## config.mk

```make
export PLATFORM = sky130hd
export DESIGN_NAME = cbb_core
export DESIGN_NICKNAME = d
export VERILOG_FILES = /design/src/cbb_bit_map.v /design/src/cbb_core.v
export VERILOG_INCLUDE_DIRS = /design/src /design/src/src
export SDC_FILE = /design/constraint.sdc
export NUM_CORES = 1
export LEC_CHECK = 0
export ABC_AREA = 0
export BUFFER_PORTS_ARGS = -buffer_cell sky130_fd_sc_hd__buf_2
export CORE_ASPECT_RATIO = 0.75
export CORE_MARGIN = 10
export CORE_UTILIZATION = 45
export CTS_CLUSTER_SIZE = 12
export DETAILED_ROUTE_END_ITERATION = 10
export GPL_TIMING_DRIVEN = 1
export PLACE_DENSITY = 0.77
export SYNTH_ARGS = -nofsm -noshare
export SYNTH_HDL_FRONTEND = slang
export SYNTH_HIERARCHICAL = 1
export SYNTH_SLANG_ARGS = --single-unit
```

## constraint.sdc

```tcl
create_clock -name clk_i -period 5.2 [get_ports clk_i]
set_input_delay 0.52 -clock clk_i [delete_from_list [all_inputs] [get_ports clk_i]]
set_output_delay 0.52 -clock clk_i [all_outputs]
set_load 0.03 [all_outputs]
```

## src/cbb_defs.vh

```
// Purpose: Shared constants for the bit, branch and cycle timing block.
// Assumes: Included by every design file of the block by bare name.
// Notes:   Definitions only; opcodes follow the classic instruction map.
`ifndef CBB_DEFS_VH
`define CBB_DEFS_VH

// -----------------------------------------------------------------------
// Machine cycle states and reset values
// -----------------------------------------------------------------------
`define CBB_S1 2'h0
`define CBB_S2 2'h1
`define CBB_S3 2'h2
`define CBB_PC_RST 16'h0000
`define CBB_CLK_NS 100
`define CBB_MC_STATES 3

// -----------------------------------------------------------------------
// Bit address map and operand modes
// -----------------------------------------------------------------------
`define CBB_BIT_SFR_MSB 7
`define CBB_BIT_RAM_BASE 8'h20
`define CBB_CY_BIT 8'hD7
`define CBB_OPM_DIR 2'h0
`define CBB_OPM_REG 2'h1
`define CBB_OPM_IND 2'h2

// -----------------------------------------------------------------------
// Opcodes handled here
// -----------------------------------------------------------------------
`define CBB_OP_NOP 8'h00
`define CBB_OP_PAGE_ABSOLUTE_JUMP 5'h01
`define CBB_OP_PAGE_CALL 5'h11
`define CBB_OP_LONG_ABSOLUTE_JUMP 8'h02
`define CBB_OP_LONG_CALL 8'h12
`define CBB_OP_RET 8'h22
`define CBB_OP_INTERRUPT_RETURN 8'h32
`define CBB_OP_SHORT_RELATIVE_JUMP 8'h80
`define CBB_OP_JMPI 8'h73
`define CBB_OP_JC 8'h40
`define CBB_OP_JNC 8'h50
`define CBB_OP_JB 8'h20
`define CBB_OP_JNB 8'h30
`define CBB_OP_JBC 8'h10
`define CBB_OP_JZ 8'h60
`define CBB_OP_JNZ 8'h70
`define CBB_OP_DECREMENT_JUMP_NONZERO_D 8'hD5
`define CBB_OP_DECREMENT_JUMP_NONZERO_R 5'h1B
`define CBB_OP_COMPARE_JUMP_UNEQUAL_AI 8'hB4
`define CBB_OP_COMPARE_JUMP_UNEQUAL_AD 8'hB5
`define CBB_OP_COMPARE_JUMP_UNEQUAL_A 7'h5A
`define CBB_OP_COMPARE_JUMP_UNEQUAL_I 6'h2D
`define CBB_OP_COMPARE_JUMP_UNEQUAL_R 5'h17
`define CBB_OP_ANL_C 8'h82
`define CBB_OP_ANL_CN 8'hB0
`define CBB_OP_ORL_C 8'h72
`define CBB_OP_ORL_CN 8'hA0
`define CBB_OP_MOV_CB 8'hA2
`define CBB_OP_MOV_BC 8'h92
`define CBB_OP_CLR_C 8'hC3
`define CBB_OP_CLR_B 8'hC2
`define CBB_OP_SET_C 8'hD3
`define CBB_OP_SET_B 8'hD2
`define CBB_OP_CPL_C 8'hB3
`define CBB_OP_CPL_B 8'hB2
`define CBB_OP_EXTERNAL_DATA_MOVE_RD 8'hE0
`define CBB_OP_EXTERNAL_DATA_MOVE_WR 8'hF0
`define CBB_OP_EXTERNAL_DATA_MOVE_RI 7'h71
`define CBB_OP_EXTERNAL_DATA_MOVE_WI 7'h79

`endif

```

## src/cbb_bit_map.v

```verilog
// Purpose: Maps a direct bit address onto a byte address and bit index.
// Assumes: Purely combinational; the caller registers the result.
// Notes:   Low half lands in the bit area of lower RAM, high half in SFRs.
`timescale 1ns/100ps
`include "cbb_defs.vh"

module cbb_bit_map (
  input wire [7:0] bit_addr_i,
  output reg [7:0] byte_addr_o,
  output reg [2:0] index_o,
  output reg sfr_o
);

  // -----------------------------------------------------------------------
  // Address split
  // -----------------------------------------------------------------------
  // Only SFRs on an eight byte boundary are bit addressable, so the low
  // three address bits select the bit and the rest name the register.
  always @*
  begin
    index_o = bit_addr_i[2:0];
    sfr_o = bit_addr_i[`CBB_BIT_SFR_MSB];
    if (bit_addr_i[`CBB_BIT_SFR_MSB])
      byte_addr_o = {bit_addr_i[7:3], 3'h0};
    else
      byte_addr_o = `CBB_BIT_RAM_BASE + {4'h0, bit_addr_i[6:3]};
  end

endmodule

```

## src/cbb_core.v

```verilog
// Purpose: Boolean processor, jumps, calls, returns and fetch timing.
// Assumes: Operand, bit and stack values answer within the same state.
// Notes:   Foreign opcodes run one machine cycle, length from other_len_i.
`timescale 1ns/100ps
`include "cbb_defs.vh"

module cbb_core (
  input wire clk_i,
  input wire nrst_i,
  input wire ext_code_i,
  input wire [7:0] code_data_i,
  input wire [1:0] other_len_i,
  input wire bit_val_i,
  input wire [7:0] operand_i,
  input wire [7:0] acc_i,
  input wire [15:0] data_pointer_i,
  input wire [15:0] stack_addr_i,
  input wire int_active_i,
  input wire carry_wr_i,
  input wire carry_val_i,
  output reg [15:0] code_addr_o,
  output reg code_rd_o,
  output reg prog_fetch_strobe_n_o,
  output reg xdata_bus_o,
  output wire [1:0] mc_state_o,
  output wire [15:0] pc_o,
  output wire [7:0] ins_op_o,
  output wire [7:0] next_op_o,
  output reg [7:0] bit_byte_o,
  output reg [2:0] bit_index_o,
  output reg bit_sfr_o,
  output reg bit_wr_o,
  output reg bit_wr_val_o,
  output reg [7:0] opnd_addr_o,
  output reg [1:0] opnd_mode_o,
  output reg byte_wr_o,
  output reg [7:0] byte_wr_val_o,
  output wire carry_o,
  output reg push_o,
  output reg [15:0] push_addr_o,
  output reg pop_o,
  output reg int_done_o
);

  // -----------------------------------------------------------------------
  // Declarations
  // -----------------------------------------------------------------------
  reg ext_m_r, ext_s_r;
  reg [1:0] st_r;
  reg boot_r, valid_r, second_r, cy_r, cy_sel_r;
  reg [15:0] pc_r, fbase_r, tgt_r;
  reg [7:0] win0_r, win1_r, win2_r, f0_r, f1_r;
  reg [1:0] wlen_r;
  reg adv, new_valid, bw, bwv, taken, cy_nxt, xbus_nxt;
  reg [15:0] new_pc, fbase_nxt, tgt_nxt;
  reg [7:0] lhs, rhs;
  wire [7:0] map_byte;
  wire [2:0] map_idx;
  wire map_sfr;

  // Length of an opcode; foreign opcodes take the outer decoder's figure.
  function [1:0] cbb_len;
    input [7:0] o;
    input [1:0] other;
    begin
      case (o)
        `CBB_OP_LONG_ABSOLUTE_JUMP, `CBB_OP_LONG_CALL, `CBB_OP_JB, `CBB_OP_JNB,
        `CBB_OP_JBC, `CBB_OP_DECREMENT_JUMP_NONZERO_D:
          cbb_len = 2'd3;
        `CBB_OP_SHORT_RELATIVE_JUMP, `CBB_OP_JC, `CBB_OP_JNC, `CBB_OP_JZ, `CBB_OP_JNZ,
        `CBB_OP_ANL_C, `CBB_OP_ANL_CN, `CBB_OP_ORL_C, `CBB_OP_ORL_CN,
        `CBB_OP_MOV_CB, `CBB_OP_MOV_BC, `CBB_OP_CLR_B, `CBB_OP_SET_B,
        `CBB_OP_CPL_B:
          cbb_len = 2'd2;
        `CBB_OP_NOP, `CBB_OP_RET, `CBB_OP_INTERRUPT_RETURN, `CBB_OP_JMPI,
        `CBB_OP_CLR_C, `CBB_OP_SET_C, `CBB_OP_CPL_C:
          cbb_len = 2'd1;
        default:
          if (o[3:0] == 4'h1 || o[7:3] == `CBB_OP_DECREMENT_JUMP_NONZERO_R)
            cbb_len = 2'd2;
          else if (o[7:3] == `CBB_OP_COMPARE_JUMP_UNEQUAL_R || o[7:2] == `CBB_OP_COMPARE_JUMP_UNEQUAL_I)
            cbb_len = 2'd3;
          else if (o[7:1] == `CBB_OP_EXTERNAL_DATA_MOVE_RI || o[7:1] == `CBB_OP_EXTERNAL_DATA_MOVE_WI
                   || o == `CBB_OP_EXTERNAL_DATA_MOVE_RD || o == `CBB_OP_EXTERNAL_DATA_MOVE_WR)
            cbb_len = 2'd1;
          else
            cbb_len = other;
      endcase
    end
  endfunction

  // -----------------------------------------------------------------------
  // Decode of the executing instruction
  // -----------------------------------------------------------------------
  wire [7:0] op = win0_r;
  wire is_page_absolute_jump = (op[4:0] == `CBB_OP_PAGE_ABSOLUTE_JUMP);
  wire is_page_call = (op[4:0] == `CBB_OP_PAGE_CALL);
  wire is_decrement_jump_nonzero = (op == `CBB_OP_DECREMENT_JUMP_NONZERO_D) || (op[7:3] == `CBB_OP_DECREMENT_JUMP_NONZERO_R);
  wire is_compare_jump_unequal = (op[7:2] == `CBB_OP_COMPARE_JUMP_UNEQUAL_I) || (op[7:3] == `CBB_OP_COMPARE_JUMP_UNEQUAL_R);
  wire is_external_data_move = (op[7:1] == `CBB_OP_EXTERNAL_DATA_MOVE_RI) ||
                 (op[7:1] == `CBB_OP_EXTERNAL_DATA_MOVE_WI) ||
                 (op == `CBB_OP_EXTERNAL_DATA_MOVE_RD) || (op == `CBB_OP_EXTERNAL_DATA_MOVE_WR);
  wire is_call = is_page_call || (op == `CBB_OP_LONG_CALL);
  wire is_ret = (op == `CBB_OP_RET) || (op == `CBB_OP_INTERRUPT_RETURN);
  wire is_jbit = (op == `CBB_OP_JB) || (op == `CBB_OP_JNB) ||
                 (op == `CBB_OP_JBC);
  wire is_bop = (op == `CBB_OP_ANL_C) || (op == `CBB_OP_ANL_CN) ||
                (op == `CBB_OP_ORL_C) || (op == `CBB_OP_ORL_CN) ||
                (op == `CBB_OP_MOV_CB) || (op == `CBB_OP_MOV_BC) ||
                (op == `CBB_OP_CLR_B) || (op == `CBB_OP_SET_B) ||
                (op == `CBB_OP_CPL_B);
  wire two_mc = is_page_absolute_jump || is_call || is_ret || is_decrement_jump_nonzero || is_compare_jump_unequal ||
                is_jbit || is_external_data_move || (op == `CBB_OP_SHORT_RELATIVE_JUMP) ||
                (op == `CBB_OP_LONG_ABSOLUTE_JUMP) || (op == `CBB_OP_JMPI) ||
                (op == `CBB_OP_JC) || (op == `CBB_OP_JNC) ||
                (op == `CBB_OP_JZ) || (op == `CBB_OP_JNZ);
  wire [1:0] flen = cbb_len(f0_r, other_len_i);
  wire [15:0] nxt_pc = pc_r + {14'h0000, wlen_r};
  wire [7:0] rel = (wlen_r == 2'd3) ? win2_r : win1_r;
  wire [15:0] rel_tgt = nxt_pc + {{8{rel[7]}}, rel};
  wire bitv = cy_sel_r ? cy_r : bit_val_i;
  wire [7:0] dec = operand_i - 8'h01;
  wire mc_end = (st_r == `CBB_S3);
  wire [1:0] st_nxt = mc_end ? `CBB_S1 : st_r + 2'h1;
  wire act = valid_r && !second_r && (st_r == `CBB_S2);
  wire opnd_ld = valid_r && !second_r && (st_r == `CBB_S1);

  assign mc_state_o = st_r;
  assign pc_o = pc_r;
  assign ins_op_o = win0_r;
  assign next_op_o = f0_r;
  assign carry_o = cy_r;

  cbb_bit_map u_bit_map (
    .bit_addr_i(win1_r),
    .byte_addr_o(map_byte),
    .index_o(map_idx),
    .sfr_o(map_sfr)
  );

  // -----------------------------------------------------------------------
  // Execution: carry, bit writes, branch decision and target
  // -----------------------------------------------------------------------
  always @*
  begin
    cy_nxt = cy_r;
    bw = 1'b0;
    bwv = 1'b0;
    taken = 1'b0;
    lhs = (op[7:1] == `CBB_OP_COMPARE_JUMP_UNEQUAL_A) ? acc_i : operand_i;
    rhs = (op == `CBB_OP_COMPARE_JUMP_UNEQUAL_AD) ? operand_i : win1_r;
    case (op)
      `CBB_OP_ANL_C: cy_nxt = cy_r & bitv;
      `CBB_OP_ANL_CN: cy_nxt = cy_r & ~bitv;
      `CBB_OP_ORL_C: cy_nxt = cy_r | bitv;
      `CBB_OP_ORL_CN: cy_nxt = cy_r | ~bitv;
      `CBB_OP_MOV_CB: cy_nxt = bitv;
      `CBB_OP_CLR_C: cy_nxt = 1'b0;
      `CBB_OP_SET_C: cy_nxt = 1'b1;
      `CBB_OP_CPL_C: cy_nxt = ~cy_r;
      `CBB_OP_MOV_BC: {bw, bwv} = {1'b1, cy_r};
      `CBB_OP_CLR_B: {bw, bwv} = 2'h2;
      `CBB_OP_SET_B: {bw, bwv} = 2'h3;
      `CBB_OP_CPL_B: {bw, bwv} = {1'b1, ~bitv};
      `CBB_OP_JC: taken = cy_r;
      `CBB_OP_JNC: taken = ~cy_r;
      `CBB_OP_JB: taken = bitv;
      `CBB_OP_JNB: taken = ~bitv;
      `CBB_OP_JBC: {taken, bw, bwv} = {bitv, bitv, 1'b0};
      `CBB_OP_JZ: taken = (acc_i == 8'h00);
      `CBB_OP_JNZ: taken = (acc_i != 8'h00);
      `CBB_OP_SHORT_RELATIVE_JUMP: taken = 1'b1;
      default:
        if (is_decrement_jump_nonzero)
          taken = (dec != 8'h00);
        else if (is_compare_jump_unequal)
        begin
          taken = (lhs != rhs);
          cy_nxt = (lhs < rhs);
        end
    endcase
    tgt_nxt = taken ? rel_tgt : nxt_pc;
    if (op == `CBB_OP_LONG_ABSOLUTE_JUMP || op == `CBB_OP_LONG_CALL)
      tgt_nxt = {win1_r, win2_r};
    else if (is_page_absolute_jump || is_page_call)
      tgt_nxt = {nxt_pc[15:11], op[7:5], win1_r};
    else if (op == `CBB_OP_JMPI)
      tgt_nxt = data_pointer_i + {8'h00, acc_i};
    else if (is_ret)
      tgt_nxt = stack_addr_i;
  end

  // -----------------------------------------------------------------------
  // Machine cycle boundary and fetch plan
  // -----------------------------------------------------------------------
  // The S1 address of the next cycle is planned here because the window
  // of that cycle is still arriving; its length comes from the S1 byte.
  always @*
  begin
    adv = 1'b1;
    new_pc = pc_r;
    new_valid = !boot_r;
    if (valid_r && two_mc && !second_r)
      adv = 1'b0;
    else if (valid_r)
    begin
      new_pc = two_mc ? tgt_r : nxt_pc;
      new_valid = !is_external_data_move;
    end
    if (!adv)
      fbase_nxt = tgt_r;
    else if (new_valid)
      fbase_nxt = new_pc + {14'h0000, flen};
    else
      fbase_nxt = new_pc;
    xbus_nxt = valid_r && is_external_data_move && (!mc_end || !second_r);
  end

  // -----------------------------------------------------------------------
  // Pin synchroniser for the external code select
  // -----------------------------------------------------------------------
  always @(posedge clk_i or negedge nrst_i)
  begin
    if (!nrst_i)
      {ext_m_r, ext_s_r} <= 2'h0;
    else
      {ext_m_r, ext_s_r} <= {ext_code_i, ext_m_r};
  end

  // -----------------------------------------------------------------------
  // Sequencer, fetch port and window
  // -----------------------------------------------------------------------
  always @(posedge clk_i or negedge nrst_i)
  begin
    if (!nrst_i)
    begin
      st_r <= `CBB_S3;
      boot_r <= 1'b1;
      valid_r <= 1'b0;
      second_r <= 1'b0;
      pc_r <= `CBB_PC_RST;
      fbase_r <= `CBB_PC_RST;
      wlen_r <= 2'd1;
      {win0_r, win1_r, win2_r, f0_r, f1_r} <= 40'h0;
      code_addr_o <= `CBB_PC_RST;
      code_rd_o <= 1'b0;
      prog_fetch_strobe_n_o <= 1'b1;
      xdata_bus_o <= 1'b0;
    end
    else
    begin
      st_r <= st_nxt;
      code_addr_o <= (mc_end ? fbase_nxt : fbase_r) + {14'h0000, st_nxt};
      code_rd_o <= !xbus_nxt;
      xdata_bus_o <= xbus_nxt;
      // code source only gates the pin
      prog_fetch_strobe_n_o <= !(!xbus_nxt && ext_s_r);
      if (code_rd_o && st_r == `CBB_S1)
        f0_r <= code_data_i;
      if (code_rd_o && st_r == `CBB_S2)
        f1_r <= code_data_i;
      if (mc_end)
      begin
        boot_r <= 1'b0;
        fbase_r <= fbase_nxt;
        second_r <= !adv;
        if (adv)
        begin
          pc_r <= new_pc;
          valid_r <= new_valid;
          wlen_r <= flen;
          {win2_r, win1_r, win0_r} <= {code_data_i, f1_r, f0_r};
        end
      end
    end
  end

  // -----------------------------------------------------------------------
  // Operand requests and effects toward the rest of the core
  // -----------------------------------------------------------------------
  // Addresses are held from S2 onward so the S3 write pulses still see the
  // address that was read, never that of the following instruction.
  always @(posedge clk_i or negedge nrst_i)
  begin
    if (!nrst_i)
    begin
      cy_r <= 1'b0;
      cy_sel_r <= 1'b0;
      tgt_r <= `CBB_PC_RST;
      {bit_byte_o, bit_index_o, bit_sfr_o} <= 12'h000;
      {bit_wr_o, bit_wr_val_o, byte_wr_o, push_o, pop_o} <= 5'h00;
      int_done_o <= 1'b0;
      byte_wr_val_o <= 8'h00;
      opnd_addr_o <= 8'h00;
      opnd_mode_o <= `CBB_OPM_DIR;
      push_addr_o <= `CBB_PC_RST;
    end
    else
    begin
      {bit_wr_o, byte_wr_o, push_o, pop_o, int_done_o} <= 5'h00;
      if (opnd_ld)
      begin
        {bit_byte_o, bit_index_o, bit_sfr_o} <= {map_byte, map_idx, map_sfr};
        cy_sel_r <= (is_bop || is_jbit) && (win1_r == `CBB_CY_BIT);
        opnd_addr_o <= win1_r;
        opnd_mode_o <= `CBB_OPM_DIR;
        if (op[7:3] == `CBB_OP_DECREMENT_JUMP_NONZERO_R || op[7:3] == `CBB_OP_COMPARE_JUMP_UNEQUAL_R)
        begin
          opnd_addr_o <= {5'h00, op[2:0]};
          opnd_mode_o <= `CBB_OPM_REG;
        end
        else if (op[7:1] == 7'h5B)
        begin
          opnd_addr_o <= {7'h00, op[0]};
          opnd_mode_o <= `CBB_OPM_IND;
        end
      end
      if (act)
      begin
        tgt_r <= tgt_nxt;
        cy_r <= (bw && cy_sel_r) ? bwv : cy_nxt;
        bit_wr_o <= bw && !cy_sel_r;
        bit_wr_val_o <= bwv;
        byte_wr_o <= is_decrement_jump_nonzero;
        byte_wr_val_o <= dec;
        push_o <= is_call;
        push_addr_o <= nxt_pc;
        pop_o <= is_ret;
        int_done_o <= (op == `CBB_OP_INTERRUPT_RETURN) && int_active_i;
      end
      else if (carry_wr_i)
        cy_r <= carry_val_i;
    end
  end

endmodule

```

==> results.md <==
* Worst hold-check path type: in2async
* Clk buf depth at 2
* Fmax at 208 MHz
* Rel. slew slack at ~29%
* Clk Tree Root Cell: clkbuf_16
* Htree depth at 4
* Router iterations before antenna repair at 6
* Synth Warn # at 6
* Detailed Place HPWL at roughly 28000 um
* Worst VDD drop at between 0.4 and 0.5 mV
* Setup crit start kind: flip-flop
* Drt via density at 5.95
* Total gr overflow at 0
* Residual DRC at 0
* I/O pin count at 171
* DR vias at 10.7k
* Ys flop type: dfrtp_1
* IO buf count at 170
* Leakage Power at 0.00613 uW
* Syn_nets at 1404
* Syn avg cell area at 8.54 um2
* Worst Setup End Kind: flip-flop
* Placed Area at 12400 um2
* Final setup viols at 0
* Cell area after layout at 13100 um2
* Synthesized instance count at 1295
* Worst Path Required at about 5600 ps
* Compound-Gate Fraction of Synth Area at roughly 18%
* Share of layout cells above drive strength 1 at 22.4%
* CTS sink cnt at 170
* Initial detailed-routing violation count at 865
* CTS tree: done
* # rows at 49
* Number of global-route vias before repair at 10.4k
* Final std cells w/o fill at 1803
* Clk Latency, worst-skew pair at 450 ps
* Total Nets Final at between 1.5k and 2k
* Cts hold-fix bufs at 0
* Initial antenna violation count at 0
* Total track usage at 23.8%
* Die Footprint at 31300 um2
* N_diodes at 0
* Register bit total from synthesis at 170
* Multi-input gate area at about 6400 um2
* Status: finished clean
* Unrepaired setup endpoints after global routing: false
* Synth Area in XOR/XNOR at 5.13%
* Core ar. at 24100 um2
* Fin. Hold Viols at 0
* Crit Path Category: reg2reg
* Placed cells at 1770
* Count of flip-flops with a built-in enable after synthesis at 0
* Simple-gate share of the synthesized area at between 20% and 30%
* Largest net degree at the start of global routing at 70
* Worst Tran Pin Value at about 1100 ps
* Post-Route Skew at 13.1 ps
* Die Wd at about 200 um
* Synth Area in Adders at 5.32%
* Clock Pin Slew Worst Setup and Hold Paths at 70 ps
* Register Area at 4260 um2
* Period utilisation layout at 92.6%
* Post-synthesis mux area share at around 5.2%
* Post-Route WL at 37800 um
* Final estimated routing congestion in global placement at 1.01
* PD cells at 699 nW/um2
* Die extent in y at 156 um
* Initial Utilization at 45.9%
* CP max FO at 20
* Final Max Slew Viols at 0
* Async S/R FF share, synth at 100%
* Area Growth Syn to Fin at 18.1%
* Routed Antenna Nets at 0
* Largest family of logic cells by synthesized area: simple AND/OR/NAND/NOR gates
* Num CTS Buffers at 17
* Max Cap Violations at 0
* Period minus WS final at 4810 ps
* Total Neg Setup Slack at 0 ps
* Unique masters post-synth at around 90
* Layout fillers at 2242
* Arr. time, crit path at 5180 ps
* Seq/Total Area, Yosys at 38.5%
* Wire per inst at 21.0 um
* First-pass GRT wire length at 59400 um
* Post-Syn Area at 11100 um2
-- cells in the mapped netlist (12+ instances only) --
cell type | number | area share [%]
nand2_1 | 276 | 9.4
xor2_1 | 23 | 1.8
o21ai_0 | 94 | 4.3
a21oi_1 | 67 | 3.0
ha_1 | 39 | 4.4
nand3_1 | 31 | 1.4
nor2b_1 | 19 | 1.1
mux2i_1 | 21 | 1.9
inv_1 | 38 | 1.3
and3_1 | 19 | 1.1
dfrtp_1 | 166 | 38
nand2b_1 | 15 | 0.85
mux2_2 | 31 | 3.2
xnor2_1 | 40 | 3.2
clkbuf_1 | 50 | 1.7
nor4_1 | 12 | 0.68
nor2_1 | 76 | 2.6
o211ai_1 | 18 | 1.2
nor3_1 | 22 | 1.0
-- through the flow --
stage	hold WS (ps)	utilization [%]	setup slack [ps]	total power [uW]
CTS	82.2	54.0	116	9030
global route	117	54.2	29.8	9750
finish	64.5	54.2	385	9130
floorplan	224	-	260	5910
global placement	333	51.3	390	7500
detailed placement	337	51.3	141	7570
-- cell families (layout without fill, tap and decap cells) --
group / after synthesis / in the layout
AOI/OAI and AO/OA: 308 / 308
xor gates and xnor gates: 64 / 64
adders and majority gates: 44 / 44
buffers and inverters: 111 / 288
DFF: 170 / 170
muxes: 53 / 53
and+or+nand+nor: 545 / 545
-- power breakdown --
group / switching, uW / internal, uW
combinational: 3400 / 1920
clock: 594 / 831
sequential: 558 / 1830
total: 4550 / 4580
-- cell type report --
type,instances,area share (%)
multi-input combinational,1014,48.9
sequential,170,32.6
timing repair buffer,216,9.20
clock buffer,18,3.36
tap,331,3.17
clock inverter,14,1.63
inverter,40,1.15
-- cell usage in the layout, fill, tap and decap left out, types with 6 or more instances in the layout --
| cell | netlist | final |
|---|---|---|
| and3_1 | 19 | 19 |
| xnor2_1 | 40 | 40 |
| a22oi_1 | 8 | 7 |
| mux2_2 | 31 | 31 |
| nand4b_1 | 9 | 9 |
| a221oi_1 | 9 | 8 |
| nand3_1 | 31 | 31 |
| o211ai_1 | 18 | 18 |
| clkbuf_16 | 0 | 17 |
| o31ai_1 | 6 | 6 |
| a211oi_1 | 10 | 10 |
| o21a_1 | 8 | 8 |
| xor2_1 | 23 | 23 |
| nor3_1 | 22 | 21 |
| dfrtp_1 | 166 | 165 |
| inv_1 | 38 | 38 |
| ha_1 | 39 | 39 |
| a31oi_1 | 7 | 6 |
| nor4_1 | 12 | 11 |
| nand4_1 | 9 | 9 |
| o21ai_1 | 6 | 7 |
| buf_2 | 4 | 169 |
| nor2_1 | 76 | 75 |
| mux2i_1 | 21 | 21 |
| buf_4 | 8 | 46 |
| o21ai_0 | 94 | 92 |
| or3_1 | 7 | 7 |
| nand2_1 | 276 | 275 |
| a21oi_1 | 67 | 67 |
| nand2b_1 | 15 | 15 |
| nor2b_1 | 19 | 18 |
| a21boi_0 | 6 | 6 |
| nor3b_1 | 8 | 8 |
-- path summary, 6_finish.rpt --
check / cells after the start / slack, ps / from / endpoint
setup reg to reg: 20 / 390 / ins_op_o[5] / tgt_r[8]
hold / removal: 1 / 60 / nrst_i / byte_wr_val_o[5]
hold reg to reg: 0 / 350 / ext_m_r / ext_s_r
setup / recovery: 20 / 390 / ins_op_o[5] / tgt_r[8]
max in group asynchronous: 2 / 3910 / nrst_i / ins_op_o[6]
min in group clk_i: 1 / 190 / ext_code_i / ext_m_r
-- what timing repair did --
action                     CTS  global route
buffers inserted             0             1
setup endpoints to repair    0             8
gates resized for setup      0             9
-- registers in the layout, summed over array words and instances (netlist names), 2 cells and up --
register       cells
code_addr_o       16
byte_wr_val_o      8
win1_r             8
next_op_o          8
opnd_addr_o        8
f1_r               8
bit_index_o        3
wlen_r             2
push_addr_o       16
fbase_r           16
mc_state_o         2
tgt_r             16
win2_r             8
opnd_mode_o        2
ins_op_o           8
bit_byte_o         8
pc_o              16
-- layer usage --
metal / wire [um] / share of wire (%) / global-route usage [%] / vias to the layer above
met3: 3740 / 9.9 / 6.91 / 80
li1: - / - / - / 4927
met2: 16400 / 43 / 35.7 / 535
met4: 760 / 2.0 / 6.65 / 0
met1: 16900 / 45 / 32.6 / 5191
met5: 0 / 0 / 0 / -
-- worst max-delay path, stage by stage (launching register included) --
cell      delay (ps)
dfrtp_1          490
buf_4            330
clkinv_1         180
nor3_1           340
nand3_1          170
nor2_1           120
buf_4            200
nand2_1          300
nand2_1          170
o21ai_0          100
ha_1             300
nand4_1          110
nor3b_1          240
o41a_1           500
buf_4            310
nand2_1           80
o31ai_1           80
mux2i_1          130
a311oi_1         330
a21oi_1           70
o21ai_0          170
Power figures use the tool's default switching activity.
